## config.mk

```make
export PLATFORM = sky130hd
export DESIGN_NAME = uhcr_top
export DESIGN_NICKNAME = d
export VERILOG_FILES = /design/src/uhcr_rst_seq.v /design/src/uhcr_sched.v /design/src/uhcr_top.v
export VERILOG_INCLUDE_DIRS = /design/src
export SDC_FILE = /design/constraint.sdc
export NUM_CORES = 1
export LEC_CHECK = 0
export BUFFER_PORTS_ARGS = -buffer_cell sky130_fd_sc_hd__clkbuf_2
export CORE_MARGIN = 10
export CORE_UTILIZATION = 42
export DETAILED_ROUTE_END_ITERATION = 10
export PLACE_DENSITY_LB_ADDON = 0.25
export SYNTH_ARGS = -nofsm -noshare
export SYNTH_HDL_FRONTEND = slang
export SYNTH_SLANG_ARGS = --single-unit
```

## constraint.sdc

```tcl
create_clock -name clk -period 1.7 [get_ports clk]
set_input_delay 0.17 -clock clk [delete_from_list [all_inputs] [get_ports clk]]
set_output_delay 0.17 -clock clk [all_outputs]
set_load 0.02 [all_outputs]
```

## src/uhcr_regs.vh

```
// Register offsets, field positions and reset values of the host command block
`ifndef UHCR_REGS_VH
`define UHCR_REGS_VH

// ----------------------------------------------------------------------------
// Register offsets (byte addresses)
// ----------------------------------------------------------------------------
`define UHCR_OFF_CMD        8'h20
`define UHCR_OFF_STS        8'h24
`define UHCR_OFF_MASK       8'h28
`define UHCR_OFF_FRIDX      8'h2C
`define UHCR_OFF_PLB        8'h34
`define UHCR_OFF_ALA        8'h38

// ----------------------------------------------------------------------------
// host_command fields
// ----------------------------------------------------------------------------
`define UHCR_CMD_RS         0
`define UHCR_CMD_HCRST      1
`define UHCR_CMD_FLS_LO     2
`define UHCR_CMD_FLS_HI     3
`define UHCR_CMD_PSE        4
`define UHCR_CMD_ASE        5

// Frame list size codes
`define UHCR_FLS_1024       2'h0
`define UHCR_FLS_512        2'h1
`define UHCR_FLS_256        2'h2
`define UHCR_FLS_RSVD       2'h3

// ----------------------------------------------------------------------------
// host_status and mask fields
// ----------------------------------------------------------------------------
`define UHCR_STS_HALT_EV    0
`define UHCR_STS_RDONE_EV   1
`define UHCR_STS_HALTED     12
`define UHCR_EV_W           2

// ----------------------------------------------------------------------------
// Reset values and address layout
// ----------------------------------------------------------------------------
`define UHCR_RST_FLS        2'h0
`define UHCR_RST_FRIDX      14'h0000
`define UHCR_RST_WORD       32'h0000_0000
`define UHCR_RST_EV         2'h0
`define UHCR_FRIDX_W        14
`define UHCR_IDX_LO         3
`define UHCR_IDX_HI         12
`define UHCR_MASK_1024      10'h3FF
`define UHCR_MASK_512       10'h1FF
`define UHCR_MASK_256       10'h0FF
`define UHCR_PLB_LO         12
`define UHCR_ALA_LO         5
`define UHCR_RST_CYCLES     16

`endif

```

## src/uhcr_rst_seq.v

```verilog
// Controller reset sequencer: holds the core in reset for a fixed count
`timescale 1ns/100ps
`include "uhcr_regs.vh"

module uhcr_rst_seq #(
  parameter CYCLES = `UHCR_RST_CYCLES
) (
  input  wire clk,
  input  wire sys_rst,
  input  wire start,
  output wire busy,
  output reg  done_r
);

  reg [15:0] cnt_r;
  reg        busy_r;

  assign busy = busy_r;

  always @(posedge clk) begin
    if (sys_rst) begin
      cnt_r  <= 16'h0000;
      busy_r <= 1'b0;
      done_r <= 1'b0;
    end else begin
      done_r <= 1'b0;
      if (!busy_r && start) begin
        busy_r <= 1'b1;
        cnt_r  <= CYCLES[15:0] - 16'h0001;
      end else if (busy_r) begin
        if (cnt_r == 16'h0000) begin
          busy_r <= 1'b0;
          done_r <= 1'b1;
        end else begin
          cnt_r <= cnt_r - 16'h0001;
        end
      end
    end
  end

endmodule // uhcr_rst_seq

```

## src/uhcr_sched.v

```verilog
// Schedule walker: run/stop handshake and list fetch requests
`timescale 1ns/100ps
`include "uhcr_regs.vh"

module uhcr_sched (
  input  wire        clk,
  input  wire        core_rst,
  input  wire        run_stop,
  input  wire        per_en,
  input  wire        async_en,
  input  wire        sof_tick,
  input  wire [9:0]  list_idx,
  input  wire [31:0] plb,
  input  wire [31:0] ala,
  input  wire        fetch_done,
  output wire        halted,
  output wire        fetch_valid,
  output reg  [31:0] fetch_addr_r,
  output reg         fetch_async_r
);

  localparam [3:0] S_HALT = 4'b0001;
  localparam [3:0] S_IDLE = 4'b0010;
  localparam [3:0] S_PER  = 4'b0100;
  localparam [3:0] S_ASY  = 4'b1000;

  reg [3:0]  state_r;
  reg [3:0]  state_nxt;

  assign halted      = state_r[0];
  assign fetch_valid = state_r[2] | state_r[3];

  always @* begin
    state_nxt = state_r;
    case (state_r)
      S_HALT: if (run_stop) state_nxt = S_IDLE;
      S_IDLE: begin
        if (!run_stop) state_nxt = S_HALT;
        else if (sof_tick && per_en) state_nxt = S_PER;
        else if (sof_tick && async_en) state_nxt = S_ASY;
      end
      S_PER: begin
        // Stop waits for the transaction in flight
        if (fetch_done) begin
          if (!run_stop) state_nxt = S_HALT;
          else if (async_en) state_nxt = S_ASY;
          else state_nxt = S_IDLE;
        end
      end
      S_ASY: if (fetch_done) state_nxt = run_stop ? S_IDLE : S_HALT;
      default: state_nxt = S_HALT;
    endcase
  end

  always @(posedge clk) begin
    if (core_rst) begin
      state_r       <= S_HALT;
      fetch_addr_r  <= `UHCR_RST_WORD;
      fetch_async_r <= 1'b0;
    end else begin
      state_r <= state_nxt;
      if (state_nxt == S_PER && state_r != S_PER) begin
        fetch_addr_r  <= {plb[31:`UHCR_PLB_LO], list_idx, 2'h0};
        fetch_async_r <= 1'b0;
      end else if (state_nxt == S_ASY && state_r != S_ASY) begin
        fetch_addr_r  <= {ala[31:`UHCR_ALA_LO], 5'h00};
        fetch_async_r <= 1'b1;
      end
    end
  end

endmodule // uhcr_sched

```

## src/uhcr_top.v

```verilog
// Host command register bank with status, interrupt and schedule control
//
// Summary of operation
// - Stop finishes current transaction, then halts
// - Run keeps executing schedule continuously
// - Halted flag set once truly stopped
// - Reset bit restarts internal pipelines, machines
// - Reset aborts transaction, drives no bus reset
// - Reset restores operational registers except status, and ports
// - Reset returns all ports to companions
// - Hardware clears reset bit; zero writes ignored
// - Size field picks 1024, 512, 256 entries
// - Frame index drives list position always
// - Periodic enable gates periodic list fetch
// - Async enable gates async list fetch
`timescale 1ns/100ps
`include "uhcr_regs.vh"

module uhcr_top #(
  parameter N_PORTS    = 5,
  parameter RST_CYCLES = `UHCR_RST_CYCLES
) (
  input  wire               clk,
  input  wire               sys_rst,
  input  wire [7:0]         reg_addr,
  input  wire [31:0]        reg_wdata,
  input  wire               reg_wr,
  input  wire               reg_rd,
  output reg  [31:0]        reg_rdata_r,
  input  wire               sof_tick,
  input  wire               fetch_done,
  output wire               fetch_valid,
  output wire [31:0]        fetch_addr,
  output wire               fetch_async,
  output wire               txn_abort,
  input  wire [N_PORTS-1:0] port_claim,
  input  wire [N_PORTS-1:0] port_reset_req,
  output wire [N_PORTS-1:0] port_bus_reset,
  output reg  [N_PORTS-1:0] port_companion_r,
  output wire               halted_flag,
  output wire               periodic_en,
  output wire               async_en,
  output reg                irq_r
);

  // --------------------------------------------------------------------------
  // Declarations
  // --------------------------------------------------------------------------
  reg                     run_stop_r;
  reg  [1:0]              fls_r;
  reg                     pse_r;
  reg                     ase_r;
  reg  [`UHCR_EV_W-1:0]   sts_r;
  reg  [`UHCR_EV_W-1:0]   mask_r;
  reg  [`UHCR_FRIDX_W-1:0] fridx_r;
  reg  [31:0]             plb_r;
  reg  [31:0]             ala_r;
  reg                     halted_d_r;
  reg  [31:0]             rdata_nxt;

  wire                    wr_cmd;
  wire                    wr_sts;
  wire                    wr_mask;
  wire                    wr_fridx;
  wire                    wr_plb;
  wire                    wr_ala;
  wire                    rst_start;
  wire                    rst_busy;
  wire                    rst_done;
  wire                    core_rst;
  wire                    halted;
  wire [9:0]              list_idx;
  wire                    halt_ev;
  wire [`UHCR_EV_W-1:0]   ev_set;
  wire [`UHCR_EV_W-1:0]   ev_clr;
  wire [1:0]              cmd_fls;

  // --------------------------------------------------------------------------
  // List index mask for the selected frame list length
  // --------------------------------------------------------------------------
  function [9:0] fls_mask;
    input [1:0] fls;
    begin
      case (fls)
        `UHCR_FLS_1024: fls_mask = `UHCR_MASK_1024;
        `UHCR_FLS_512:  fls_mask = `UHCR_MASK_512;
        `UHCR_FLS_256:  fls_mask = `UHCR_MASK_256;
        default:        fls_mask = `UHCR_MASK_1024;
      endcase
    end
  endfunction

  // --------------------------------------------------------------------------
  // Register select; exact match, so aliases of a mapped offset read as unmapped
  // --------------------------------------------------------------------------
  function addr_hit;
    input [7:0] addr;
    input [7:0] off;
    begin
      addr_hit = (addr == off);
    end
  endfunction

  // --------------------------------------------------------------------------
  // Address decode
  // --------------------------------------------------------------------------
  assign wr_cmd   = reg_wr && addr_hit(reg_addr, `UHCR_OFF_CMD);
  assign wr_sts   = reg_wr && addr_hit(reg_addr, `UHCR_OFF_STS);
  assign wr_mask  = reg_wr && addr_hit(reg_addr, `UHCR_OFF_MASK);
  assign wr_fridx = reg_wr && addr_hit(reg_addr, `UHCR_OFF_FRIDX);
  assign wr_plb   = reg_wr && addr_hit(reg_addr, `UHCR_OFF_PLB);
  assign wr_ala   = reg_wr && addr_hit(reg_addr, `UHCR_OFF_ALA);

  // A zero write to the reset bit never reaches the sequencer
  assign rst_start = wr_cmd && reg_wdata[`UHCR_CMD_HCRST];
  assign cmd_fls   = reg_wdata[`UHCR_CMD_FLS_HI:`UHCR_CMD_FLS_LO];

  // Software-invoked reset covers every operational register except the status events
  assign core_rst = sys_rst | rst_busy;

  // --------------------------------------------------------------------------
  // Controller reset sequencer
  // --------------------------------------------------------------------------
  uhcr_rst_seq #(
    .CYCLES (RST_CYCLES)
  ) u_rst_seq (
    .clk     (clk),
    .sys_rst (sys_rst),
    .start   (rst_start),
    .busy    (rst_busy),
    .done_r  (rst_done)
  );

  // --------------------------------------------------------------------------
  // Schedule walker
  // --------------------------------------------------------------------------
  assign list_idx = fridx_r[`UHCR_IDX_HI:`UHCR_IDX_LO] & fls_mask(fls_r);

  uhcr_sched u_sched (
    .clk           (clk),
    .core_rst      (core_rst),
    .run_stop      (run_stop_r),
    .per_en        (pse_r),
    .async_en      (ase_r),
    .sof_tick      (sof_tick),
    .list_idx      (list_idx),
    .plb           (plb_r),
    .ala           (ala_r),
    .fetch_done    (fetch_done),
    .halted        (halted),
    .fetch_valid   (fetch_valid),
    .fetch_addr_r  (fetch_addr),
    .fetch_async_r (fetch_async)
  );

  assign halted_flag = halted;
  assign periodic_en = pse_r;
  assign async_en    = ase_r;

  // Abort stands for the whole sequence so no late completion slips in
  assign txn_abort = rst_busy;

  // Port reset requests are masked so a controller reset never signals on the bus
  assign port_bus_reset = port_reset_req & {N_PORTS{~rst_busy}};

  // --------------------------------------------------------------------------
  // Command register
  // --------------------------------------------------------------------------
  always @(posedge clk) begin
    if (core_rst) begin
      run_stop_r <= 1'b0;
      fls_r      <= `UHCR_RST_FLS;
      pse_r      <= 1'b0;
      ase_r      <= 1'b0;
    end else if (wr_cmd && !rst_start) begin
      // Software is trusted to raise run only while halted; no lockout here
      run_stop_r <= reg_wdata[`UHCR_CMD_RS];
      // Reserved size code is dropped so the walker never sees it
      if (cmd_fls != `UHCR_FLS_RSVD) begin
        fls_r <= cmd_fls;
      end
      pse_r <= reg_wdata[`UHCR_CMD_PSE];
      ase_r <= reg_wdata[`UHCR_CMD_ASE];
    end
  end

  // --------------------------------------------------------------------------
  // List pointers and frame index
  // --------------------------------------------------------------------------
  always @(posedge clk) begin
    if (core_rst) begin
      plb_r   <= `UHCR_RST_WORD;
      ala_r   <= `UHCR_RST_WORD;
      fridx_r <= `UHCR_RST_FRIDX;
    end else begin
      if (wr_plb) begin
        plb_r <= {reg_wdata[31:`UHCR_PLB_LO], 12'h000};
      end
      if (wr_ala) begin
        ala_r <= {reg_wdata[31:`UHCR_ALA_LO], 5'h00};
      end
      // Index is writable only while halted so a running walk stays coherent
      if (wr_fridx && halted) begin
        fridx_r <= reg_wdata[`UHCR_FRIDX_W-1:0];
      end else if (sof_tick && !halted) begin
        fridx_r <= fridx_r + 14'h0001;
      end
    end
  end

  // --------------------------------------------------------------------------
  // Port ownership
  // --------------------------------------------------------------------------
  always @(posedge clk) begin
    if (core_rst) begin
      // Claims lose to reset, so every reset hands all ports back
      port_companion_r <= {N_PORTS{1'b1}};
    end else begin
      port_companion_r <= port_companion_r & ~port_claim;
    end
  end

  // --------------------------------------------------------------------------
  // Events, status and interrupt
  // --------------------------------------------------------------------------
  assign halt_ev = halted && !halted_d_r;
  assign ev_set  = {rst_done, halt_ev};
  assign ev_clr  = wr_sts ? reg_wdata[`UHCR_EV_W-1:0] : `UHCR_RST_EV;

  always @(posedge clk) begin
    if (core_rst) begin
      // Starts high so leaving reset never looks like a fresh halt
      halted_d_r <= 1'b1;
      mask_r     <= `UHCR_RST_EV;
      irq_r      <= 1'b0;
    end else begin
      halted_d_r <= halted;
      if (wr_mask) begin
        mask_r <= reg_wdata[`UHCR_EV_W-1:0];
      end
      irq_r <= |(sts_r & mask_r);
    end
  end

  // Status survives the controller reset so its completion event is kept
  always @(posedge clk) begin
    if (sys_rst) begin
      sts_r <= `UHCR_RST_EV;
    end else begin
      // A set in the same cycle as its clear wins
      sts_r <= (sts_r & ~ev_clr) | ev_set;
    end
  end

  // --------------------------------------------------------------------------
  // Read path
  // --------------------------------------------------------------------------
  always @* begin
    rdata_nxt = `UHCR_RST_WORD;
    case (reg_addr)
      `UHCR_OFF_CMD: begin
        rdata_nxt[`UHCR_CMD_RS]    = run_stop_r;
        rdata_nxt[`UHCR_CMD_HCRST] = rst_busy;
        rdata_nxt[`UHCR_CMD_FLS_HI:`UHCR_CMD_FLS_LO] = fls_r;
        rdata_nxt[`UHCR_CMD_PSE]   = pse_r;
        rdata_nxt[`UHCR_CMD_ASE]   = ase_r;
      end
      `UHCR_OFF_STS: begin
        rdata_nxt[`UHCR_EV_W-1:0]     = sts_r;
        rdata_nxt[`UHCR_STS_HALTED]   = halted;
      end
      `UHCR_OFF_MASK: begin
        rdata_nxt[`UHCR_EV_W-1:0] = mask_r;
      end
      `UHCR_OFF_FRIDX: begin
        rdata_nxt[`UHCR_FRIDX_W-1:0] = fridx_r;
      end
      `UHCR_OFF_PLB: begin
        rdata_nxt = plb_r;
      end
      `UHCR_OFF_ALA: begin
        rdata_nxt = ala_r;
      end
      default: begin
        rdata_nxt = `UHCR_RST_WORD;
      end
    endcase
  end

  always @(posedge clk) begin
    if (sys_rst) begin
      reg_rdata_r <= `UHCR_RST_WORD;
    end else if (reg_rd) begin
      reg_rdata_r <= rdata_nxt;
    end else begin
      reg_rdata_r <= `UHCR_RST_WORD;
    end
  end

endmodule // uhcr_top

```

* Yosys cells after proc, flatten, opt, wreduce, memory -nomap -nowiden
Index checks and enable logic that the tools add are counted.
** Word-level totals
- Register bits :: 162
- Input bits :: 56
- Output and inout port bits :: 81
- Word-level logic and storage cells :: 114
** Cells by class
- $add $sub $neg :: 2
- Equal/unequal tests :: 18
- Mux-type cells :: 29
- Bitwise gates (word level) :: 13
- Reductions and logical operators :: 32
** Operators with widths (number)
- 32-bit 2-to-1 mux :: 2
- 8-bit by 6-bit equality test with 1-bit output, second input constant :: 6
- 4-bit 2-to-1 mux :: 11
- 18-bit case mux with 2 select lines :: 1
- 14-bit 2-to-1 mux :: 2
- 10-bit case mux with 2 select lines :: 1
- 1-bit logical AND :: 16
- 16-bit logical NOT :: 1
- 4-bit case mux with 4 select lines :: 1
- 16-bit by 1-bit subtractor with 16-bit output, second input constant :: 1
- 14-bit by 1-bit adder with 14-bit output, second input constant :: 1
- 4-bit case mux with 3 select lines :: 1
- 6-bit case mux with 2 select lines :: 1
- 10-bit bitwise AND :: 1
- 5-bit bitwise AND :: 2
- 4-bit by 3-bit equality test with 1-bit output, second input constant :: 2
- 4-bit equality test, second input constant :: 2
- 2-bit case mux with 4 select lines :: 1
- 2-bit OR reduction :: 4
- 2-bit AND reduction :: 3
- 2-bit nonzero test :: 3
- 5-bit NOT :: 1
- 2-bit bitwise AND :: 2
- 4-bit by 1-bit equality test with 1-bit output, second input constant :: 1
- other kinds (17) :: 27

* Longest topological paths before layout
Gate-level depths: netlist of the first run.
- Depth in word-level cells :: 9
- Mapped depth :: 7
- Gate-level depth less buffers :: 6

* Cells and area by module
Synthesis of the first run repeated with hierarchy kept, for this count alone.
** Unflattened totals
- Cell total of the unflattened synthesis :: 800
- Area total of the unflattened synthesis :: 7180.6 um2
** By module, submodules not included
- uhcr_top :: times used 1, cells an instance 485, area an instance 4335.4 um2, seq. area each 2182.1 um2
- uhcr_sched :: times used 1, cells an instance 208, area an instance 1846.8 um2, seq. area each 700.7 um2
- uhcr_rst_seq :: times used 1, cells an instance 107, area an instance 998.5 um2, seq. area each 360.3 um2

* Worst setup path before layout of the first run
No wires, ideal clock.
- Path type :: register to register
- Start point :: reg u_rst_seq.busy_r (netlist: u_rst_seq.busy)
- End point :: reg u_sched.fetch_addr_r[13]
- Library setup time :: 0.079 ns
- Data arrival time :: 1.661 ns
- Required time :: 1.621 ns
- Path slack :: -0.040 ns
- Stages on the path, launching flop included :: 7
- Path buffers :: 2
- Period minus slack after synthesis :: 1.740 ns
- Path through :: dfxtp_1 -> or2_2 -> clkbuf_1 -> a21oi_1 -> clkbuf_1 -> nand2_1 -> o211ai_1
** On the way
- Cells in the longest elaborated chain, start to end :: 1
** RTL lines
- from (decl) :: RTL line uhcr_rst_seq.v:16 : reg busy_r;
- from (signal assigned) :: RTL line uhcr_rst_seq.v:23 : busy_r <= 1'b0;
- from (signal assigned) :: RTL line uhcr_rst_seq.v:28 : busy_r <= 1'b1;
- from (signal assigned) :: RTL line uhcr_rst_seq.v:32 : busy_r <= 1'b0;
- 1-bit bitwise OR :: RTL line uhcr_top.v:119 : assign core_rst = sys_rst | rst_busy;
- to (signal assigned) :: RTL line uhcr_sched.v:58 : fetch_addr_r <= `UHCR_RST_WORD;
- to (signal assigned) :: RTL line uhcr_sched.v:63 : fetch_addr_r <= {plb[31:`UHCR_PLB_LO], list_idx, 2'h0};
- to (signal assigned) :: RTL line uhcr_sched.v:66 : fetch_addr_r <= {ala[31:`UHCR_ALA_LO], 5'h00};
- to (decl) :: RTL line uhcr_sched.v:18 : output reg [31:0] fetch_addr_r,
Every way passes these cells.
A chain may end at the register's enable or synchronous reset.

* Worst setup path after layout of the first run
- Start point :: reg u_rst_seq.cnt_r[5]
- End point :: reg u_rst_seq.cnt_r[8]
** On the way
- Cells in the longest elaborated chain, start to end :: 3
- Elaborated cells between the ends (all ways) :: 4
- Classes of those cells :: add/sub: 1; bitwise: 1; reduce/logical: 2
** RTL lines
- from (decl) :: RTL line uhcr_rst_seq.v:15 : reg [15:0] cnt_r;
- from (signal assigned) :: RTL line uhcr_rst_seq.v:29 : cnt_r <= CYCLES[15:0] - 16'h0001;
- from (signal assigned) :: RTL line uhcr_rst_seq.v:35 : cnt_r <= cnt_r - 16'h0001;
- branches (longest 3 deep; another with 16-bit by 1-bit subtractor with 16-bit output)
Several ways; the timed one is not identified.

==> impl_metrics.env, run 1 <==
export IMPL_swShare=0.235
export IMPL_clk_pin_slew_worst_paths_ns=0.07
export IMPL_critPathMaxFanout=4
export IMPL_p_seq_frac=0.474
export IMPL_hold_path_class="in -> reg"
export IMPL_synth_commonest_cells="162 x dfxtp_1, 141 x nand2_1, 48 x nor2_1"
export IMPL_max_cap_violations=0
export IMPL_clk_path_buf_depth=2
export IMPL_cts_buffers=17
export IMPL_cts_tree="built"
export IMPL_num_rows=47
export IMPL_cts_sinks=162
export IMPL_vias=6864
export IMPL_drtAntennaViolNets=0
export IMPL_ys_ff_latch=162
export IMPL_power_per_cell_area_mw_per_mm2=839
export IMPL_critPathRequiredTime_ns=2.06
export IMPL_portBuffers=134
export IMPL_async_flop_share=0
export IMPL_grt_pass1_wl_um=34000
export IMPL_fin_skew_ns=0.00885
export IMPL_ir_drop_mv=0.665
export IMPL_fin_crit_sh=1.01
export IMPL_dpl_worst_slack_ns=-0.180
export IMPL_firstDrtPassIters=5
export IMPL_critPathKind="reg -> reg"
export IMPL_drc=0
export IMPL_crit_arrival_ns=2.08
export IMPL_vias_per_cell=5.49
export IMPL_period_minus_slack_ns=1.72
export IMPL_finalNetCount=1077
export IMPL_syn_inst=812
export IMPL_synth_avg_cell_area_sq_um=8.72
export IMPL_p_leak_nw=3.83
export IMPL_tns_ns=-0.0157
export IMPL_grt_setup_unrepaired="true"
export IMPL_area_growth_syn_to_layout_pct=35.3
export IMPL_grt_overflow_total=0
export IMPL_synth_edf_count=0
export IMPL_n_antenna_cell=0
export IMPL_synth_top_area_frac=0.458
export IMPL_ctsHtreeMaxLevel=4
export IMPL_gp_congestion=0.866
export IMPL_wire_per_inst_um=17.2
export IMPL_fin_ws_ns=-0.0157
export IMPL_synth_area_sq_mm=0.00708
export IMPL_pin_count=137
export IMPL_crit_path_end_kind="flip-flop"
export IMPL_synth_seq_area_share=0.458
export IMPL_slew_violations=0
export IMPL_antenna_found_initial=0
export IMPL_grt_usage=0.185
export IMPL_dieWidth_um=150
export IMPL_slowest_stage="or4_4"
export IMPL_grt_pass1_vias=6576
export IMPL_grt_max_degree=52
export IMPL_yosysTopAreaCell="dfxtp_1"
export IMPL_yosysMostFrequentCell="dfxtp_1"
export IMPL_intPower_w=0.00615
export IMPL_max_stage_delay_ns=0.52
export IMPL_ys_flop_type="dfxtp_1"
export IMPL_status="finished, violations left"
export IMPL_die_h_um=150
export IMPL_die_area_sq_mm=0.0225
export IMPL_wl_um=21500
export IMPL_power_frac_clock=0.475
export IMPL_synth_cell_type_count=62
export IMPL_initial_core_util=0.427
export IMPL_hold_violations=0
export IMPL_yosysWarningCount=0
export IMPL_startpoint_type="flip-flop"
export IMPL_power_switching_w=0.00189
export IMPL_critPathMostFrequentCell="or4_4"
export IMPL_cts_root_buf="clkbuf_16"
export IMPL_drt_iter0_drc=469
export IMPL_drive_gt1_frac=0.305
export IMPL_dp_hpwl_um=14800
export IMPL_comb_power_share=0.051
export IMPL_clkLatencyLatePin_ns=0.43
export IMPL_finalSetupViolCount=1
export IMPL_core_area_sq_mm=0.0166
export IMPL_synthTopCellsByArea="dfxtp_1 46%, nand2_1 7.5%, mux2i_1 6.1%"
export IMPL_violations="negative setup slack"
export IMPL_path_cells="or4_4 > buf_6 > or4_4 > a21oi_2"
export IMPL_fmax_mhz=583
==> layout by cell type, fill, tap and decap left out, drive strengths merged, types with 3 or more instances in the layout <==
cell type	count
inv	21
nand2b	8
clkinvlp	3
or3	16
dfxtp	162
nand4	40
nor3	12
nand3	17
mux2i	43
o21a	3
or2	3
a31oi	9
nor4	11
ha	3
mux2	4
nor2	51
nor4b	4
nor2b	12
or4	10
o21ai	26
o211ai	34
o31ai	9
nor3b	3
clkbuf	154
and4	4
buf	92
nand2	142
dlygate4sd3	15
a21oi	45
clkinv	4
o311ai	3
a22oi	34
==> what timing repair did <==
action,CTS,global route
hold buffers,15,0
pin swaps,4,10
gates cloned,0,2
gates resized for setup,5,29
endpoints found under the setup margin,32,47
endpoints found under the hold margin,21,0
setup buffers,3,4
==> cells by family (layout without fill, tap and decap cells) <==
kind of cell / Yosys count / after routing / synth area share
AND/OR/NAND/NOR: 342 / 342 / 0.249
AO/OA/AOI/OAI: 184 / 184 / 0.174
flip-flops: 162 / 162 / 0.458
buffers and inverters: 73 / 291 / 0.0463
multiplexers: 47 / 47 / 0.0671
adder cells (fa/ha/maj): 3 / 3 / 0.00530
other: 1 / 2 / 0.000529
==> power by group through the flow <==
stage / logic, W / registers (W) / clock network [W]
floorplan: 0.000166 / 0.00391 / 0
global placement: 0.000357 / 0.00390 / 0
detailed placement: 0.000361 / 0.00390 / 0
CTS: 0.000388 / 0.00381 / 0.00388
global route: 0.000443 / 0.00381 / 0.00404
finish: 0.000413 / 0.00381 / 0.00382
==> worst paths after layout <==
check | from | endpoint | slack, ns | cells past startpoint
worst max-delay path | u_rst_seq.cnt_r[5] | u_rst_seq.cnt_r[8] | -0.02 | 4
worst min-delay path | reg_wdata[29] | plb_r[29] | 0.007 | 3
worst max register to register | u_rst_seq.cnt_r[5] | u_rst_seq.cnt_r[8] | -0.02 | 4
worst min register to register | u_rst_seq.done_r | sts_r[1] | 0.45 | 2
==> state kept, by name (all words and copies together), names as in the netlist, 2 cells and up <==
signal	flops
u_rst_seq.cnt_r	16
u_sched.fetch_addr_r	30
ala_r	27
u_sched.state_r	4
sts_r	2
reg_rdata_r	32
port_companion_r	5
fridx_r	14
mask_r	2
plb_r	20
fls_r	2
==> worst max-delay path: cells and delay by family (launching register included) <==
family / cells / cell delay [ns]
flops: 1 / 0.36
compound gates: 1 / 0.12
buf+inv: 1 / 0.14
simple gates: 2 / 1.03
==> routing by layer <==
metal  share of wire  GRT usage
met1            0.43      0.231
met2            0.49      0.304
met3           0.067     0.0537
met4           0.014     0.0505
met5               0          0
==> stage by stage <==
stage | power, W | util | cells | area, sq um | hold WS, ns
floorplan | 0.00407 | - | 813 | 7100 | 0.270
global placement | 0.00425 | 0.519 | 1195 | 8610 | 0.350
detailed placement | 0.00426 | 0.519 | 1195 | 8610 | 0.358
CTS | 0.00807 | 0.566 | 1245 | 9390 | 0.00106
global route | 0.00829 | 0.578 | 1251 | 9580 | 0.00502
finish | 0.00804 | 0.578 | 1251 | 9580 | 0.00707
==> cell type report <==
type,instances,area (sq um)
repair buffers,243,1770
clock inverters,14,154
multi-input cells,578,3640
fillers,1500,7000
well taps,220,275
flip-flops and latches,162,3260
clock buffers,18,429
inverters,16,60.1
Note: power is estimated with default switching activity, not from simulation.
==> inputs of run 2 (changes only) <==
CORE_MARGIN = 1   (was 10)
==> run 2 against run 1 <==
Die area shrank 23%. Sequential power is essentially flat. Utilization grew 0.36 points. Register-to-register slack lost 0.02 ns. Worst hold slack gained 0.0074 ns. Sequential share of layout area shrank 0.11 points. The run still ends with negative setup slack left.
==> impl_metrics.env, run 2 (synthesis results as in run 1) <==
export IMPL_critPathRequiredTime_ns=2.03
export IMPL_die_area_sq_mm=0.0174
export IMPL_grt_pass1_wl_um=32200
export IMPL_critPathMostFrequentCell="or4_4"
export IMPL_wire_per_inst_um=16.4
export IMPL_finalNetCount=1084
export IMPL_clk_pin_slew_worst_paths_ns=0.07
export IMPL_ir_drop_mv=0.699
export IMPL_crit_path_end_kind="flip-flop"
export IMPL_status="finished, violations left"
export IMPL_die_h_um=132
export IMPL_ctsHtreeMaxLevel=4
export IMPL_portBuffers=134
export IMPL_top_regs="reg_rdata_r: 32 flops, u_sched.fetch_addr_r: 30 flops, ala_r: 27 flops"
export IMPL_p_total_w=0.00813
export IMPL_critPathMaxFanout=4
export IMPL_crit_end="u_rst_seq.cnt_r[14]"
export IMPL_fin_ws_ns=-0.0340
export IMPL_fin_skew_ns=0.0115
export IMPL_grt_usage=0.231
export IMPL_core_area_sq_mm=0.0165
export IMPL_regToRegStartpoint="u_rst_seq.cnt_r[5]"
export IMPL_final_cell_mix="155 x dfxtp_1, 140 x nand2_1, 134 x clkbuf_2"
export IMPL_fmax_mhz=577
export IMPL_startpoint_type="flip-flop"
export IMPL_cts_root_buf="clkbuf_16"
export IMPL_cts_buffers=17
export IMPL_critical_path_startpoint="u_rst_seq.cnt_r[5]"
export IMPL_dp_hpwl_um=13800
export IMPL_gp_congestion=0.819
export IMPL_n_antenna_cell=0
export IMPL_initial_core_util=0.429
export IMPL_firstDrtPassIters=5
export IMPL_grt_overflow_total=0
export IMPL_hold_path_class="in -> reg"
export IMPL_area_growth_syn_to_layout_pct=35.7
export IMPL_final_cells=1257
export IMPL_reg2reg_to="u_rst_seq.cnt_r[14]"
export IMPL_regMostFlops="reg_rdata_r"
export IMPL_fin_crit_sh=1.02
export IMPL_critPathTopFamily="simple AND/OR/NAND/NOR gates"
export IMPL_clkLatencyLatePin_ns=0.44
export IMPL_antenna_found_initial=0
export IMPL_vias_per_cell=5.48
export IMPL_num_rows=47
export IMPL_p_leak_nw=3.85
export IMPL_grt_max_degree=52
export IMPL_worstHoldStart="reg_wdata[6]"
export IMPL_dp_cells=1199
export IMPL_clk_path_buf_depth=2
export IMPL_max_cap_violations=0
export IMPL_drt_iter0_drc=405
export IMPL_violations="negative setup slack"
export IMPL_path_cells="or4_4 > or4_4 > mux2i_1 > nor2_1"
export IMPL_vias=6894
export IMPL_max_stage_delay_ns=0.54
export IMPL_drive_gt1_frac=0.298
export IMPL_cts_tree="built"
export IMPL_slowest_stage="or4_4"
export IMPL_finalSetupViolCount=1
export IMPL_hold_violations=0
export IMPL_wl_um=20600
export IMPL_largest_reg_flops=32
export IMPL_final_common_cell="dfxtp_1"
export IMPL_dieWidth_um=132
export IMPL_grt_pass1_vias=6373
export IMPL_cp_depth=4
export IMPL_power_per_cell_area_mw_per_mm2=846
export IMPL_cts_sinks=162
export IMPL_crit_arrival_ns=2.06
export IMPL_ff2ff_path_depth=4
export IMPL_rrSetupSlack_ns=-0.03
export IMPL_whs_ns=0.0145
export IMPL_drtAntennaViolNets=0
export IMPL_pin_count=137
export IMPL_drc=0
export IMPL_slew_violations=0
export IMPL_critPathKind="reg -> reg"
export IMPL_critPathBufInv=0
export IMPL_period_minus_slack_ns=1.73
export IMPL_grt_setup_unrepaired="true"
[run 2: cell count changes in the layout (fill, tap and decap cells not counted), moves of 2 or more]
| cell | delta |
|---|---|
| inv_1 | +2 |
| buf_12 | -3 |
| inv_2 | -2 |
| buf_4 | +6 |
| inv_8 | +3 |
| dlygate4sd3_1 | +7 |
| or3_4 | -2 |
| buf_6 | -3 |
| inv_6 | -3 |
| or3_1 | +2 |
[run 2: worst min-delay path by stage]
| stage | to | cells after the start |
|---|---|---|
| finish | ala_r[6] | 3 |
| floorplan | port_companion_r[0] | 1 |
| global placement | port_companion_r[1] | 2 |
| detailed placement | port_companion_r[1] | 2 |
| CTS | ala_r[6] | 3 |
| global route | plb_r[25] | 3 |
[run 2: routing by layer]
| layer | global-route usage | share of wire | vias to the layer above |
|---|---|---|---|
| met3 | 0.0419 | 0.044 | 27 |
| met2 | 0.373 | 0.47 | 189 |
| met1 | 0.304 | 0.47 | 3286 |
| li1 | - | - | 3392 |
| met5 | 0 | 0 | - |
| met4 | 0.0950 | 0.017 | 0 |
[run 2: area by class of cell]
| type | count | area (sq um) |
|---|---|---|
| Tap cell | 220 | 275 |
| Clock inverter | 13 | 153 |
| Clock buffer | 18 | 439 |
| Timing Repair Buffer | 250 | 1790 |
| Fill cell | 1460 | 6920 |
| Multi-Input combinational cell | 578 | 3640 |
| Sequential cell | 162 | 3250 |
| Inverter | 16 | 60.1 |
[run 2: report_power, final]
group	internal (W)	switching [W]
Sequential	0.00380	0.00000661
Combinational	0.000184	0.000255
Clock	0.00223	0.00166
[run 2: metrics by stage]
stage	util	instance area, sq um	setup slack (ns)	TNS (ns)
after global placement	0.521	8600	-0.0893	-0.789
after detailed placement	0.521	8600	-0.127	-1.08
final	0.582	9610	-0.0340	-0.0340
after global routing	0.582	9610	-0.104	-0.387
after floorplan	-	7100	-0.0395	-0.979
after CTS	0.571	9430	-0.0583	-0.130
[run 2: repair_timing]
item	4_1_cts	5_1_grt
pin swaps	4	6
hold endpoints to repair	36	0
setup endpoints to repair	10	48
cloned	0	3
gates resized for setup	4	20
hold buffers	22	0
setup buffers	1	1
[run 2: tightest hold or removal path, stage by stage]
cell and delay (ns):
clkbuf_2 0.11, nand3_1 0.07, a21oi_1 0.05
==> inputs of run 3 (changes only) <==
BUFFER_PORTS_ARGS = unset   (was -buffer_cell sky130_fd_sc_hd__clkbuf_2)
DONT_BUFFER_PORTS = 1   (was unset)
==> run 3 against run 2 <==
Utilization fell by 3.1 points. Clock power down 1%. Non-clock buffer count shrank 124. Flip-flop and latch count unchanged. Setup slack better by 0.0074 ns. Clock skew about the same. The run still ends with negative setup slack left. Count of clock-buffer cells in the layout is 1 higher. Largest cell class unchanged. Sequential power is essentially flat. Via count down 4.0%.
==> impl_metrics.env, run 3 (synthesis results as in run 1) <==
export IMPL_status="finished, violations left"
export IMPL_violations="negative setup slack"
export IMPL_core_area_sq_mm=0.0165
export IMPL_n_antenna_cell=0
export IMPL_cts_tree="built"
export IMPL_critPathKind="reg -> reg"
export IMPL_die_h_um=132
export IMPL_dpl_worst_slack_ns=-0.117
export IMPL_grt_usage=0.236
export IMPL_cts_root_buf="clkbuf_16"
export IMPL_firstDrtPassIters=5
export IMPL_vias_per_cell=5.83
export IMPL_final_common_cell="dfxtp_1"
export IMPL_crit_path_end_kind="flip-flop"
export IMPL_cts_buffers=17
export IMPL_drtAntennaViolNets=0
export IMPL_wire_per_inst_um=18.5
export IMPL_p_total_w=0.00803
export IMPL_portBuffers=0
export IMPL_ir_drop_mv=0.732
export IMPL_drive_gt1_frac=0.191
export IMPL_clk_pin_slew_worst_paths_ns=0.06
export IMPL_final_cells=1135
export IMPL_top_regs="reg_rdata_r: 32 flops, u_sched.fetch_addr_r: 30 flops, ala_r: 27 flops"
export IMPL_vias=6618
export IMPL_grt_overflow_total=0
export IMPL_grt_setup_unrepaired="true"
export IMPL_slew_violations=0
export IMPL_startpoint_type="flip-flop"
export IMPL_regMostFlops="reg_rdata_r"
export IMPL_cts_sinks=162
export IMPL_fin_crit_sh=1.02
export IMPL_fin_ws_ns=-0.0266
export IMPL_grt_max_degree=52
export IMPL_largest_reg_flops=32
export IMPL_fmax_mhz=579
export IMPL_hold_violations=0
export IMPL_period_minus_slack_ns=1.73
export IMPL_fin_skew_ns=0.0112
export IMPL_grt_pass1_wl_um=32700
export IMPL_dp_cells=1057
export IMPL_num_rows=47
export IMPL_hold_path_class="in -> reg"
export IMPL_crit_arrival_ns=2.05
export IMPL_wl_um=21000
export IMPL_ctsHtreeMaxLevel=4
export IMPL_critPathMaxFanout=4
export IMPL_antenna_found_initial=0
export IMPL_dp_hpwl_um=13700
export IMPL_grt_pass1_vias=6456
export IMPL_finalNetCount=961
export IMPL_power_per_cell_area_mw_per_mm2=882
export IMPL_area_growth_syn_to_layout_pct=28.5
export IMPL_rrSetupSlack_ns=-0.03
export IMPL_drc=0
export IMPL_finalSetupViolCount=2
export IMPL_final_cell_mix="155 x dfxtp_1, 140 x nand2_1, 69 x buf_4"
export IMPL_gp_congestion=0.845
export IMPL_clkLatencyLatePin_ns=0.43
export IMPL_die_area_sq_mm=0.0174
export IMPL_drt_iter0_drc=399
export IMPL_initial_core_util=0.429
export IMPL_critPathRequiredTime_ns=2.02
export IMPL_pin_count=137
export IMPL_clk_path_buf_depth=2
export IMPL_max_cap_violations=0
export IMPL_p_leak_nw=3.32
export IMPL_dieWidth_um=132
## run 3: per-stage QoR
| step | TNS, ns | hold slack (ns) | util | cell area, sq um |
|---|---|---|---|---|
| 2_1_floorplan | -0.979 | 0.270 | - | 7100 |
| 3_3_place_gp | 0 | 0.240 | 0.477 | 7890 |
| 3_5_place_dp | -0.334 | 0.243 | 0.477 | 7890 |
| 4_1_cts | -0.0326 | 0.0133 | 0.540 | 8930 |
| 6_report | -0.0311 | 0.0280 | 0.551 | 9100 |
| 5_1_grt | -0.257 | 0.0249 | 0.551 | 9100 |
## run 3: path summary, 6_finish.rpt
path,cells after the start,start,endpoint
hold / removal,2,reg_rd,reg_rdata_r[2]
hold reg to reg,2,u_rst_seq.done_r,sts_r[1]
setup / recovery,5,u_rst_seq.cnt_r[11],u_rst_seq.cnt_r[14]
setup reg to reg,5,u_rst_seq.cnt_r[11],u_rst_seq.cnt_r[14]
## run 3: worst max-delay path, cell delays in order (launching register included)
cell     delay (ns)
dfxtp_1        0.32
buf_4          0.15
or3_4          0.39
or4_4          0.54
mux2i_1        0.18
nor2_1         0.05
## run 3: power breakdown
part           leakage [nW]  total, W  switching (W)  internal [W]
clock                 0.291   0.00385        0.00162       0.00223
sequential             1.31   0.00382      0.0000182       0.00381
combinational          1.72  0.000350       0.000204      0.000146
## run 3: repair_timing
action	in CTS	in global routing
endpoints found under the setup margin	13	60
hold buffers	41	0
setup buffers	0	2
cloned	0	3
gates resized for setup	10	24
hold endpoints to repair	82	0
pin swaps	1	8
## run 3: layout make-up
cell class	instances	area (sq um)
clock buffers	19	443
inverters	16	60.1
multi-input cells	579	3670
well taps	220	275
clock inverters	13	150
flip-flops and latches	162	3250
repair buffers	126	1250
fillers	1489	7420
## run 3: metal layers
| metal | track usage | vias up | wire length [um] |
|---|---|---|---|
| met4 | 0.101 | 0 | 339 |
| met3 | 0.0554 | 31 | 1370 |
| li1 | - | 3143 | - |
| met2 | 0.384 | 241 | 10100 |
| met5 | 0 | - | 0 |
| met1 | 0.300 | 3203 | 9230 |
